<file path="config.mk">
export PLATFORM = sky130hd
export DESIGN_NAME = eif_ctrl
export DESIGN_NICKNAME = d
export VERILOG_FILES = /design/src/eif_pkg.sv /design/src/eif_chan.sv /design/src/eif_ctrl.sv
export VERILOG_INCLUDE_DIRS = /design/src
export SDC_FILE = /design/constraint.sdc
export NUM_CORES = 1
export LEC_CHECK = 0
export BUFFER_PORTS_ARGS = -buffer_cell sky130_fd_sc_hd__buf_2
export CORE_MARGIN = 2
export CORE_UTILIZATION = 25
export CTS_CLUSTER_SIZE = 40
export DETAILED_ROUTE_END_ITERATION = 7
export HOLD_SLACK_MARGIN = 0.15
export PLACE_DENSITY = 0.56
export RECOVER_POWER = 100
export SLEW_MARGIN = 20
export SYNTH_ARGS = -nofsm -noshare
export SYNTH_HDL_FRONTEND = slang
export SYNTH_SLANG_ARGS = --single-unit
</file>
<file path="constraint.sdc">
create_clock -name SYS_CLK -period 2.1 [get_ports SYS_CLK]
set_input_delay 0.315 -clock SYS_CLK [delete_from_list [all_inputs] [get_ports SYS_CLK]]
set_output_delay 0.315 -clock SYS_CLK [all_outputs]
set_load 0.01 [all_outputs]
</file>
<file path="src/eif_defines.svh">
`ifndef EIF_DEFINES_SVH
`define EIF_DEFINES_SVH

// ==========================================================
// Register indices (byte address = index * 4)
`define EIF_IDX_CTRL2 12'hfd9
`define EIF_IDX_CTRL3 12'hfda
`define EIF_IDX_STATUS 12'hfdb
`define EIF_IDX_ENABLE 12'hfdc
`define EIF_IDX_CLEAR 12'hfdd

// ==========================================================
// Control register fields
`define EIF_RATE_LSB 0
`define EIF_ES_LSB 2
`define EIF_LVL_BIT 4
`define EIF_CTRL_RST 8'h00
`define EIF_IRQ_RST 2'h0

// ==========================================================
// Filter timing
`define EIF_LF_DIV_LAST 2'h3
`define EIF_MASK_DIV1 4'h0
`define EIF_MASK_DIV4 4'h3
`define EIF_MASK_DIV8 4'h7
`define EIF_MASK_DIV16 4'hf

`endif

</file>
<file path="src/eif_pkg.sv">
package eif_pkg;

  // ==========================================================
  // Field encodings
  typedef enum logic [1:0] {
    EIF_ES_RISE = 2'h0,
    EIF_ES_FALL = 2'h1,
    EIF_ES_BOTH = 2'h2,
    EIF_ES_RSVD = 2'h3
  } eif_edge_t;

  typedef enum logic [1:0] {
    EIF_RATE_DIV1 = 2'h0,
    EIF_RATE_DIV4 = 2'h1,
    EIF_RATE_DIV8 = 2'h2,
    EIF_RATE_DIV16 = 2'h3
  } eif_rate_t;

  typedef enum logic [1:0] {
    EIF_BUS_IDLE = 2'b01,
    EIF_BUS_ACK = 2'b10
  } eif_bus_t;

  // ==========================================================
  // State records
  typedef struct packed {
    logic [2:0] sync;
    logic qual;
    logic [3:0] pre;
    logic [1:0] lf_div;
    logic [1:0] hist;
    logic filt;
    logic req;
    logic lvl;
  } eif_chan_st_t;

  typedef struct packed {
    eif_bus_t bus;
    logic waitreq;
    logic [31:0] rdata;
    eif_edge_t [1:0] es;
    eif_rate_t [1:0] rate;
    logic [1:0] status;
    logic [1:0] enable;
    logic irq;
  } eif_top_st_t;

endpackage : eif_pkg

</file>
<file path="src/eif_chan.sv">
`timescale 1ns/1ps
`include "eif_defines.svh"

module eif_chan (
  input wire logic clk,
  input wire logic rst,
  input wire logic ce,
  input wire logic pin,
  input wire logic gear_tick,
  input wire logic low_freq_tick,
  input wire logic low_speed,
  input wire eif_pkg::eif_edge_t edge_sel,
  input wire eif_pkg::eif_rate_t filter_rate,
  output logic req,
  output logic level,
  output logic filtered
);
  import eif_pkg::*;

  eif_chan_st_t st_ff;
  eif_chan_st_t nxt_st;

  // ==========================================================
  // Sync, sample clock, noise filter, edge detect
  always_comb begin
    logic tick;
    logic fire;
    logic [3:0] mask;
    tick = 1'b0;
    fire = 1'b0;
    mask = `EIF_MASK_DIV1;
    nxt_st = st_ff;
    nxt_st.req = 1'b0;
    nxt_st.sync = {st_ff.sync[1:0], pin};
    // Change counts once second and third stage agree
    if (st_ff.sync[2] == st_ff.sync[1]) begin
      nxt_st.qual = st_ff.sync[2];
    end
    unique case (filter_rate)
      EIF_RATE_DIV1: mask = `EIF_MASK_DIV1;
      EIF_RATE_DIV4: mask = `EIF_MASK_DIV4;
      EIF_RATE_DIV8: mask = `EIF_MASK_DIV8;
      EIF_RATE_DIV16: mask = `EIF_MASK_DIV16;
    endcase
    if (low_speed) begin
      if (low_freq_tick) begin
        nxt_st.lf_div = st_ff.lf_div + 2'h1;
        tick = (st_ff.lf_div == `EIF_LF_DIV_LAST);
      end
    end else if (gear_tick) begin
      nxt_st.pre = st_ff.pre + 4'h1;
      tick = ((st_ff.pre & mask) == 4'h0);
    end
    if (tick) begin
      nxt_st.hist = {st_ff.hist[0], st_ff.qual};
      // Three equal samples move the filtered level
      if (st_ff.hist == {2{st_ff.qual}} && st_ff.qual != st_ff.filt) begin
        nxt_st.filt = st_ff.qual;
        unique case (edge_sel)
          EIF_ES_RISE: fire = st_ff.qual;
          EIF_ES_FALL: fire = ~st_ff.qual;
          EIF_ES_BOTH: fire = 1'b1;
          EIF_ES_RSVD: fire = 1'b0;
        endcase
      end
    end
    if (fire) begin
      nxt_st.req = 1'b1;
      nxt_st.lvl = st_ff.qual;
    end
  end

  always_ff @(posedge clk or posedge rst) begin
    if (rst) begin
      st_ff <= '0;
    end else if (ce) begin
      st_ff <= nxt_st;
    end
  end

  assign req = st_ff.req;
  assign level = st_ff.lvl;
  assign filtered = st_ff.filt;

endmodule : eif_chan

</file>
<file path="src/eif_ctrl.sv">
// The Avalon-MM register port is this design's own decision.
`timescale 1ns/1ps
`include "eif_defines.svh"

// What this block does
// - Edge code 00 requests on a rising filtered edge and code 01 on a falling one.
// - Edge code 10 requests on both filtered edges and the reserved code 11 requests nothing.
// - At high speed the filter samples at the gear rate divided by 1, 4, 8 or 16 per the rate field.
// - At low speed the filter samples at a quarter of the low-frequency clock whatever the rate field.
// - Each request stores the filtered level, 0 for initial or low and 1 for high.
// - The level bit is read-only, the edge and rate fields read/write, and all clear to zero on reset.
// - Bits 7 to 5 of each control register read as zero.
// - Channel 2 control sits at index 0x0fd9 and channel 3 at 0x0fda.
// - The level bit is refreshed on every request of its channel.
module eif_ctrl (
  input wire logic SYS_CLK,
  input wire logic RST,
  input wire logic CLK_EN,
  input wire logic [13:0] AVS_ADDRESS,
  input wire logic AVS_READ,
  input wire logic AVS_WRITE,
  input wire logic [31:0] AVS_WRITEDATA,
  input wire logic [3:0] AVS_BYTEENABLE,
  output logic [31:0] AVS_READDATA,
  output logic AVS_WAITREQUEST,
  input wire logic EXT_IRQ2_PIN,
  input wire logic EXT_IRQ3_PIN,
  input wire logic GEAR_TICK,
  input wire logic LOW_FREQ_TICK,
  input wire logic LOW_SPEED_MODE,
  output logic IRQ2_REQ,
  output logic IRQ3_REQ,
  output logic IRQ
);
  import eif_pkg::*;

  localparam int NCH = 2;

  eif_top_st_t st_ff;
  eif_top_st_t nxt_st;

  logic [NCH-1:0] ch_req;
  logic [NCH-1:0] ch_lvl;
  logic [NCH-1:0] ch_pin;

  assign ch_pin = {EXT_IRQ3_PIN, EXT_IRQ2_PIN};

  // ==========================================================
  // Channels 2 and 3
  eif_chan u_ch2 (
    .clk(SYS_CLK),
    .rst(RST),
    .ce(CLK_EN),
    .pin(ch_pin[0]),
    .gear_tick(GEAR_TICK),
    .low_freq_tick(LOW_FREQ_TICK),
    .low_speed(LOW_SPEED_MODE),
    .edge_sel(st_ff.es[0]),
    .filter_rate(st_ff.rate[0]),
    .req(ch_req[0]),
    .level(ch_lvl[0]),
    .filtered()
  );

  eif_chan u_ch3 (
    .clk(SYS_CLK),
    .rst(RST),
    .ce(CLK_EN),
    .pin(ch_pin[1]),
    .gear_tick(GEAR_TICK),
    .low_freq_tick(LOW_FREQ_TICK),
    .low_speed(LOW_SPEED_MODE),
    .edge_sel(st_ff.es[1]),
    .filter_rate(st_ff.rate[1]),
    .req(ch_req[1]),
    .level(ch_lvl[1]),
    .filtered()
  );

  // ==========================================================
  // Register read mux
  function automatic logic [31:0] eif_read(
    input eif_top_st_t s,
    input logic [NCH-1:0] lvl,
    input logic [11:0] idx
  );
    logic [31:0] d;
    d = 32'h0000_0000;
    if (idx == `EIF_IDX_CTRL2) begin
      d[`EIF_LVL_BIT] = lvl[0];
      d[`EIF_ES_LSB +: 2] = s.es[0];
      d[`EIF_RATE_LSB +: 2] = s.rate[0];
    end else if (idx == `EIF_IDX_CTRL3) begin
      d[`EIF_LVL_BIT] = lvl[1];
      d[`EIF_ES_LSB +: 2] = s.es[1];
      d[`EIF_RATE_LSB +: 2] = s.rate[1];
    end else if (idx == `EIF_IDX_STATUS) begin
      d[NCH-1:0] = s.status;
    end else if (idx == `EIF_IDX_ENABLE) begin
      d[NCH-1:0] = s.enable;
    end
    // Bits above field area stay zero
    return d;
  endfunction : eif_read

  // ==========================================================
  // Bus slave, registers, interrupt status
  always_comb begin
    logic [11:0] idx;
    logic aligned;
    logic wr_now;
    logic [1:0] clr;
    idx = AVS_ADDRESS[13:2];
    aligned = (AVS_ADDRESS[1:0] == 2'h0);
    wr_now = 1'b0;
    clr = 2'h0;
    nxt_st = st_ff;
    unique case (st_ff.bus)
      EIF_BUS_IDLE: begin
        if (AVS_READ || AVS_WRITE) begin
          nxt_st.bus = EIF_BUS_ACK;
          nxt_st.waitreq = 1'b0;
          nxt_st.rdata = 32'h0000_0000;
          if (AVS_READ && aligned) begin
            nxt_st.rdata = eif_read(st_ff, ch_lvl, idx);
          end
        end
      end
      EIF_BUS_ACK: begin
        // Write lands on the edge that sees waitrequest low
        nxt_st.bus = EIF_BUS_IDLE;
        nxt_st.waitreq = 1'b1;
        wr_now = AVS_WRITE && aligned && AVS_BYTEENABLE[0];
      end
      default: begin
        nxt_st.bus = EIF_BUS_IDLE;
        nxt_st.waitreq = 1'b1;
      end
    endcase
    if (wr_now) begin
      if (idx == `EIF_IDX_CTRL2) begin
        nxt_st.es[0] = eif_edge_t'(AVS_WRITEDATA[`EIF_ES_LSB +: 2]);
        nxt_st.rate[0] = eif_rate_t'(AVS_WRITEDATA[`EIF_RATE_LSB +: 2]);
      end else if (idx == `EIF_IDX_CTRL3) begin
        nxt_st.es[1] = eif_edge_t'(AVS_WRITEDATA[`EIF_ES_LSB +: 2]);
        nxt_st.rate[1] = eif_rate_t'(AVS_WRITEDATA[`EIF_RATE_LSB +: 2]);
      end else if (idx == `EIF_IDX_ENABLE) begin
        nxt_st.enable = AVS_WRITEDATA[NCH-1:0];
      end else if (idx == `EIF_IDX_CLEAR) begin
        clr = AVS_WRITEDATA[NCH-1:0];
      end
    end
    // New request wins over a clear in the same cycle
    nxt_st.status = (st_ff.status & ~clr) | ch_req;
    nxt_st.irq = |(nxt_st.status & nxt_st.enable);
  end

  always_ff @(posedge SYS_CLK or posedge RST) begin
    if (RST) begin
      st_ff.bus <= EIF_BUS_IDLE;
      st_ff.waitreq <= 1'b1;
      st_ff.rdata <= 32'h0000_0000;
      st_ff.es[0] <= EIF_ES_RISE;
      st_ff.es[1] <= EIF_ES_RISE;
      st_ff.rate[0] <= EIF_RATE_DIV1;
      st_ff.rate[1] <= EIF_RATE_DIV1;
      st_ff.status <= `EIF_IRQ_RST;
      st_ff.enable <= `EIF_IRQ_RST;
      st_ff.irq <= 1'b0;
    end else if (CLK_EN) begin
      st_ff <= nxt_st;
    end
  end

  // ==========================================================
  // Outputs
  assign AVS_READDATA = st_ff.rdata;
  assign AVS_WAITREQUEST = st_ff.waitreq;
  assign IRQ2_REQ = ch_req[0];
  assign IRQ3_REQ = ch_req[1];
  assign IRQ = st_ff.irq;

endmodule : eif_ctrl

</file>
* Yosys cells after proc, flatten, opt, wreduce, memory -nomap -nowiden
Cells that the tools add are included.
** Storage, ports and cells
- Bits in registers :: 78
- Output and inout port bits :: 36
- Word-level logic and storage cells :: 130
** Cells by class
- Add/sub/neg operators :: 4
- Equal/unequal tests :: 28
- Multiplexer cells :: 34
- Bitwise gates (word level) :: 10
- Reduce and logical (&&, ||, !) cells :: 28
** Operators by type and width (count)
- $eq 12x12->1 const B :: 5
- $mux 35 :: 1
- $pmux 4 s4 :: 2
- $mux 2 :: 14
- $eq 2x2->1 const B :: 11
- $reduce_and 3->1 :: 6
- $reduce_and 2->1 :: 7
- $mux 1 :: 11
- $eq 2x1->1 const B :: 5
- $logic_not 2->1 :: 5
- $mux 5 :: 2
- $add 4x1->4 const B :: 2
- $and 4x4->4 :: 2
- $logic_not 4->1 :: 2
- $pmux 1 s4 :: 2
- $mux 3 :: 2
- $logic_and 1x1->1 :: 5
- $add 2x1->2 const B :: 2
- $and 2x2->2 :: 2
- $eq 2x2->1 :: 2
- $not 1->1 :: 4
- $reduce_and 4->1 :: 1
- $eq 1x1->1 :: 2
- $ne 1x1->1 :: 2
- other kinds (5) :: 5

* Logic depth before layout (Yosys ltp)
Gate-level depths: netlist of run 1.
- Depth after elaboration :: 11
- Gate-level depth with buffers :: 7

* Cells and area by module
Synthesis of run 1 repeated with hierarchy kept, for this count alone.
** Second synthesis, totals
- Cells, all modules :: 264
- Area, all modules :: 2826.5 µm²
** Modules (own cells, without submodules)
- eif_chan :: instances 2, cells an instance 66, area each 759.5 µm², sequential area each 375.4 µm²
- eif_ctrl :: instances 1, cells an instance 132, area each 1307.5 µm², sequential area each 501.7 µm²

* Worst setup path after synthesis of run 1
OpenSTA, ideal clock, no wires.
- Kind :: flip-flop to flip-flop
- Start :: register u_ch2.st_ff[11] (netlist name)
- End :: register u_ch2.st_ff (netlist bit u_ch2.filtered)
- Arrival time :: 1.649 ns
- Path slack :: 0.324 ns
- Stages on the path, launching flop included :: 5
- Buffers on the path :: 1
- Period minus slack after synthesis :: 1.776 ns
- Cell sequence :: dfrtp_1 buf_6 or4b_4 a221oi_4 mux2_1
** Between the ends
- Word-level cells in the longest chain between the ends :: 3
- Elaborated cells between the ends (all ways) :: 4
** Ends and longest elaborated chain
- start, declared :: RTL line eif_chan.sv:20 : eif_chan_st_t st_ff;
- start signal, assigned :: RTL line eif_chan.sv:77 : st_ff <= nxt_st;
- $eq 2x2->1 or $ne 1x1->1 (tied branches) :: RTL line eif_chan.sv:57 : if (st_ff.hist == {2{st_ff.qual}} && st_ff.qual != st_ff.filt) begin
- $logic_and 1x1->1 :: RTL line eif_chan.sv:57
- $reduce_and 3->1 (no source line)
Parallel ways exist; a longest one is shown, timed or not.
A chain may end at the register's enable or synchronous reset.

* Final worst setup path of run 1
- Start :: register u_ch2.st_ff[3] (netlist name)
- End :: register u_ch2.st_ff (netlist bit u_ch2.filtered)
** Between the ends
- Word-level cells in the longest chain between the ends :: 3
** Ends and longest elaborated chain (RTL line)
- $eq 2x2->1 :: eif_chan.sv:57
- $logic_and 1x1->1 :: eif_chan.sv:57
- $reduce_and 3->1 (no source line)
Every way passes these cells.

==> metrics, run 1 <==
status completed; global routing's busiest layer met2; antenna viol nets, final 0; CP startpoint kind flip-flop; DP Cell Count 418; post-synthesis xor/xnor area fraction 3.61%; RSZ-0062 raised after global routing false; area delta synth->final 11.0%; first-pass GRT wire length 8940 µm; fraction of registers with async set/reset 100%; Die X 107 µm; largest family of logic cells by synthesized area compound AO/OA/AOI/OAI gates; routed wire length per instance 12.9 µm; Final Hold Slack 0.250 ns; Root Driver clkbuf_8; post-CTS setup buffer count 0; Post-Syn Instances 250; P_leak 0.00131 µW; largest net degree at the start of global routing 51; port bufs 37; DP Wirelength 4100 µm; Synth Area in Simple Gates 11.8%; post-route setup slack 0.315 ns; CP Class reg2reg; Final Non-Filler Cells 426; Distinct cells, synth 46; part of the Yosys area used for sequential elements 46.9%; clk buf depth 2; H-Tree Depth 2; core region area 0.0104 mm²; Final Wtd Congestion 0.765; post-route clock period utilization 85.0%; Max Cap Viol 0; Synthesis Warnings 0; mux contribution to synthesized area 9.65%; max-slew violations 0; CTS Buf Count 5; worst min-delay path class in2reg; wirelength, routed 5480 µm; Avg Vias per Cell 4.44; All-Layer GR Usage 9.67%; f_max 0.560 GHz; Initial Util 25.7%; met1 Use GR 13.5%; final setup vio count 0; leading area contributor after synthesis dfrtp_1; via count 1,892; Yosys top cell area share 45.9%; setup TNS 0 ns; TritonCTS clock tree done; pre-CTS WS 0.220 ns; FP Rows 37; final hold vios 0; critical path capture point type flip-flop; layout cells sized above 1 21.7%; initial antenna violation count 0; final worst clock skew 0.00626 ns; Die ar. 0.0115 mm²; EDFF count, synth 0; Critical Path Fanout Max 4; worst IR drop on VDD 0.000282 V; Cell Area, Synth 0.00267 mm²; DRT Pass-1 Iters 5; die height 107 µm; Pwr Density 881 mW/mm²; Ports 96; post_cts resized 0; Synth Area per Inst 10.7 µm²; ranking of synthesized cells by area dfrtp_1 46%, buf_4 9.0%, mux2_2 8.9%; Clk Latency, worst-skew pair 0.29 ns; Slew HR 15.4%; compound-gate portion of the synthesized area 13.4%; Clock transition at path regs 0.09 ns; adder-cell area share of the yosys netlist 1.87%; met2 Track Usage GR 15.2%; cts-stage hold buffer count 0; Worst EP required 2.28 ns; grt total ovfl 0; final instance area 0.00296 mm²; Initial DRC Count 66; most used flip-flop cell after synthesis dfrtp_1; Placed Area 0.00290 mm²; # nets final 353; Num Clock Sinks 50; n_diodes 0; GR Util met3 2.48%; vias in the first global route 1,794; Critical Path AT 1.96 ns; min Tclk post-route 1.79 ns; FF-to-FF setup slack 0.31 ns; drc violations 0; worst slew pin tran 1.27 ns; #FFs+latches synth 50
metrics by stage:
stage,util [%],total power [µW]
5_1_grt,28.6,2810
6_report,28.6,2610
4_1_cts,28.8,2660
3_3_place_gp,27.9,2030
3_5_place_dp,27.9,2070
2_1_floorplan,-,1920
worst paths after layout:
| kind | from | endpoint | cells after the start |
|---|---|---|---|
| setup / recovery | u_ch2.st_ff[3]$_DFFE_PP0P_ | u_ch2.filtered$_DFFE_PP0P_ | 3 |
| hold / removal | EXT_IRQ3_PIN | u_ch3.nxt_st[13]$_DFFE_PP0P_ | 2 |
| setup reg to reg | u_ch2.st_ff[3]$_DFFE_PP0P_ | u_ch2.filtered$_DFFE_PP0P_ | 3 |
| hold reg to reg | u_ch2.st_ff[10]$_DFFE_PP0P_ | u_ch2.st_ff[10]$_DFFE_PP0P_ | 1 |
| max in group asynchronous | RST | st_ff[9]$_DFFE_PP0P_ | 3 |
| min in group asynchronous | RST | u_ch3.st_ff[8]$_DFFE_PP0P_ | 3 |
layout by cell type, fill, tap and decap left out, drive strengths merged, types with 2 or more instances in the layout:
cell | synthesis | routed
a31oi | 2 | 2
mux2 | 22 | 22
xnor2 | 9 | 9
nor2 | 12 | 12
nand3 | 4 | 4
buf | 34 | 31
nand4b | 3 | 3
a22oi | 2 | 2
o22ai | 4 | 4
nor2b | 6 | 6
o221ai | 3 | 3
clkbuf | 5 | 21
nor4b | 2 | 2
a21oi | 11 | 11
o41ai | 2 | 2
xor2 | 2 | 2
nand4 | 6 | 6
conb | 1 | 27
and4 | 2 | 2
nand2 | 14 | 14
a22o | 6 | 6
o21ai | 15 | 15
ha | 4 | 4
dfrtp | 49 | 49
inv | 14 | 14
worst max-delay path: stages (launching register included):
cell	delay [ns]
dfrtp_1	0.41
or4b_4	0.56
a221oi_4	0.35
mux2_1	0.36
cell usage after synthesis (2+ instances only):
cell type and number:
nor4b_1 2, dfrtp_1 49, inv_1 14, nor2b_1 6, nor2_1 12, a22oi_1 2
nand3_1 4, nand4_1 6, clkbuf_1 4, a31oi_1 2, a21oi_1 11, xnor2_1 9
o41ai_1 2, ha_1 4, xor2_1 2, o21ai_0 14, a22o_1 6, o221ai_1 3
and4_1 2, mux2_2 21, o22ai_1 4, buf_4 32, nand2_1 14, nand4b_1 3
cell type report:
type,count,area [µm²]
Clock buffer,7,86.3
Clock inverter,1,5.00
Fill cell,1098,7410
Inverter,14,52.6
Multi-Input combinational cell,173,1180
Sequential cell,50,1250
Tap cell,136,170
Timing Repair Buffer,45,219
cells by family (layout without fill, tap and decap cells):
group | after synthesis | count (layout)
buffers and inverters | 53 | 67
xor gates and xnor gates | 11 | 11
adders and majority gates | 4 | 4
and+or+nand+nor | 56 | 56
DFF | 50 | 50
other | 1 | 27
AOI/OAI and AO/OA | 52 | 52
muxes | 23 | 23
power by group:
| group | switching, µW | internal (µW) | leakage (µW) |
|---|---|---|---|
| Clock | 312 | 267 | 0.0000482 |
| Combinational | 293 | 318 | 0.000641 |
| Sequential | 211 | 1210 | 0.000626 |
| Total | 816 | 1790 | 0.00131 |
metal layers:
metal / part of all wire [%] / vias to the layer above / routed length (µm)
met5: 0 / - / 0
met3: 7.3 / 2 / 398
met1: 48 / 902 / 2650
li1: - / 915 / -
met2: 44 / 73 / 2420
met4: 0.27 / 0 / 15
registers in the layout, summed over array words and instances (netlist names):
register and cells:
AVS_READDATA 5, IRQ 1, st_ff 14, u_ch2.filtered 1, u_ch2.level 1, u_ch2.nxt_st 2
u_ch2.req 1, u_ch2.st_ff 10, u_ch3.filtered 1, u_ch3.level 1, u_ch3.nxt_st 2, u_ch3.req 1
u_ch3.st_ff 10
Note: power is estimated with default switching activity, not from simulation.
==> run 2: changes to the inputs <==
==> constraint.sdc (replaced) <==
create_clock -name SYS_CLK -period 2.2 [get_ports SYS_CLK]
set_input_delay 0.33 -clock SYS_CLK [delete_from_list [all_inputs] [get_ports SYS_CLK]]
set_output_delay 0.33 -clock SYS_CLK [all_outputs]
set_load 0.01 [all_outputs]
==> run 2 against run 1 <==
  * Register-to-register slack gained 0.02 ns
  * Via count decreased by 1.6%
  * Sequential share of layout area decreased by 0.62 points
  * Clock skew grew 0.0064 ns
  * Die area is the same
  * Cell count did not move
  * Clock-buffer cell count fell by 1
  * Cell area rose by 1.5%
  * Worst setup slack improved by 0.015 ns
  * Core utilization up 0.42 points
  * Critical path type unchanged
  * Critical endpoint unchanged
  * Largest power group unchanged
  * Highest routed layer unchanged
==> metrics, run 2 (synthesis results as in run 1) <==
initial antenna violation count 0 (unchanged); Pwr Density 905 mW/mm² (+2.8%); Root Driver clkbuf_8; Die ar. 0.0115 mm² (unchanged); min Tclk post-route 1.87 ns (+0.0845 ns); worst path cell trace or4b_1 -> a221oi_4 -> mux2_1; worst IR drop on VDD 0.000278 V (-1.3%); max-slew violations 0 (unchanged); H-Tree Depth 2 (unchanged); Final Hold Slack 0.256 ns (+0.00542 ns); worst min-delay path class in2reg; Initial Util 25.7% (unchanged); CP startpoint kind flip-flop; Avg Vias per Cell 4.37 (-1.6%); CP Class reg2reg; Register Area 0.00125 mm² (unchanged); drc violations 0 (unchanged); n_diodes 0 (unchanged); vias in the first global route 1,845 (+2.8%); CTS Buf Count 5 (unchanged); clk buf depth 2 (unchanged); worst hold endpoint u_ch2.nxt_st[13]$_DFFE_PP0P_; post-layout util 29.0% (+0.42 points); TritonCTS clock tree done; DP Wirelength 4260 µm (+3.7%); status completed; Critical Path Fanout Max 9 (+5); largest net degree at the start of global routing 20 (-61%); Clock transition at path regs 0.09 ns (about the same); Worst EP required 2.39 ns (+0.11 ns); cell family with most CP delay simple AND/OR/NAND/NOR gates; Die X 107 µm (unchanged); first-pass GRT wire length 9030 µm (+1.0%); FP Rows 37 (unchanged); Clk Latency, worst-skew pair 0.31 ns (+0.02 ns); P_leak 0.00133 µW (+1.2%); post-route clock period utilization 85.0% (about the same); final hold vios 0 (unchanged); post-CTS setup buffer count 0 (unchanged); largest registers st_ff x14, u_ch2.st_ff x10, u_ch3.st_ff x10; port bufs 37 (unchanged); reg2reg path depth 3 (unchanged); Max Cap Viol 0 (unchanged); RSZ-0062 raised after global routing false; most frequent cells in the layout 49 x dfrtp_1, 27 x conb_1, 27 x buf_2, 21 x mux2_2, 15 x o21ai_0; # nets final 353 (unchanged); max incr delay on CP 0.58 ns (+0.02 ns); critical path capture point type flip-flop; R2R Path Start u_ch2.st_ff[11]$_DFFE_PP0P_; Ports 96 (unchanged); area delta synth->final 12.6%; Num Clock Sinks 50 (unchanged); f_max 0.535 GHz (-4.5%); Worst Path Buf+Inv 0 (unchanged); FF-to-FF setup slack 0.33 ns (+0.02 ns); DRT Pass-1 Iters 4 (-1); Hold Path Origin EXT_IRQ2_PIN; routed wire length per instance 13.0 µm (+1.3%); final setup vio count 0 (unchanged); Biggest register st_ff; post_cts resized 0 (unchanged); wirelength, routed 5550 µm (+1.3%); grt total ovfl 0 (unchanged); layout cells sized above 1 21.0% (-0.69 points); All-Layer GR Usage 10.0% (+0.33 points); Largest register FFs 14 (unchanged); core region area 0.0104 mm² (unchanged); worst slew pin tran 0.694 ns (-0.575 ns); via count 1,861 (-1.6%); worst hold stages 2 (unchanged); cts-stage hold buffer count 1 (+1); Final Wtd Congestion 0.758 (-0.90%); antenna viol nets, final 0 (unchanged); RR Endpoint u_ch2.filtered$_DFFE_PP0P_; die height 107 µm (unchanged); setup TNS 0 ns (unchanged); Initial DRC Count 101 (+53%); final worst clock skew 0.0126 ns (+0.00636 ns); Slew HR 53.2% (+38 points); Critical Path AT 2.06 ns (+0.10 ns); Slowest-stage cell, CP or4b_1; area of the multi-input gates 0.00117 mm² (-0.32%); Fillers 1,079 (-1.7%); most common cell after layout, fill and taps aside dfrtp_1
## run 2: cell count changes in the layout (fill, tap and decap cells not counted), sizes merged
cell	change
clkbuf	+1
bufinv	+2
clkinv	-1
dlygate4sd3	+1
buf	-3
## run 2: how the worst max path moves through the flow
stage / startpoint / end / slack (ns) / cells past startpoint
after floorplan: u_ch2.st_ff[11]$_DFFE_PP0P_ / u_ch2.filtered$_DFFE_PP0P_ / 0.42 / 4
final: u_ch2.st_ff[11]$_DFFE_PP0P_ / u_ch2.filtered$_DFFE_PP0P_ / 0.33 / 3
after global placement: AVS_ADDRESS[12] / AVS_READDATA[2]$_DFFE_PP0P_ / 0.33 / 6
after detailed placement: AVS_ADDRESS[12] / AVS_READDATA[2]$_DFFE_PP0P_ / 0.33 / 6
after CTS: u_ch2.st_ff[11]$_DFFE_PP0P_ / u_ch2.filtered$_DFFE_PP0P_ / 0.35 / 3
after global routing: u_ch2.st_ff[11]$_DFFE_PP0P_ / u_ch2.filtered$_DFFE_PP0P_ / 0.24 / 3
## run 2: area by class of cell
| type | instances | area share (%) |
|---|---|---|
| flip-flops and latches | 50 | 41.7 |
| multi-input cells | 173 | 39.0 |
| repair buffers | 45 | 7.16 |
| well taps | 136 | 5.66 |
| clock buffers | 6 | 2.75 |
| clock inverters | 2 | 2.00 |
| inverters | 14 | 1.75 |
## run 2: power breakdown
group / total, µW / internal (µW) / switching (µW)
registers: 1370 / 1150 / 214
logic: 551 / 289 / 262
clock network: 802 / 485 / 317
## run 2: through the flow
step	setup slack, ns	total power, µW	area, µm²	instances
2_1_floorplan	0.424	1830	2770	276
3_3_place_gp	0.330	1920	2890	417
3_5_place_dp	0.327	1960	2890	417
4_1_cts	0.353	2770	3040	426
5_1_grt	0.235	2910	3010	426
6_report	0.330	2720	3010	426
## run 2: layer usage
metal | up-vias | share of wire (%) | GRT usage, %
li1 | 905 | - | -
met1 | 891 | 48 | 13.7
met2 | 60 | 45 | 15.9
met3 | 5 | 6.3 | 2.36
met4 | 0 | 0.74 | 2.66
met5 | - | 0 | 0
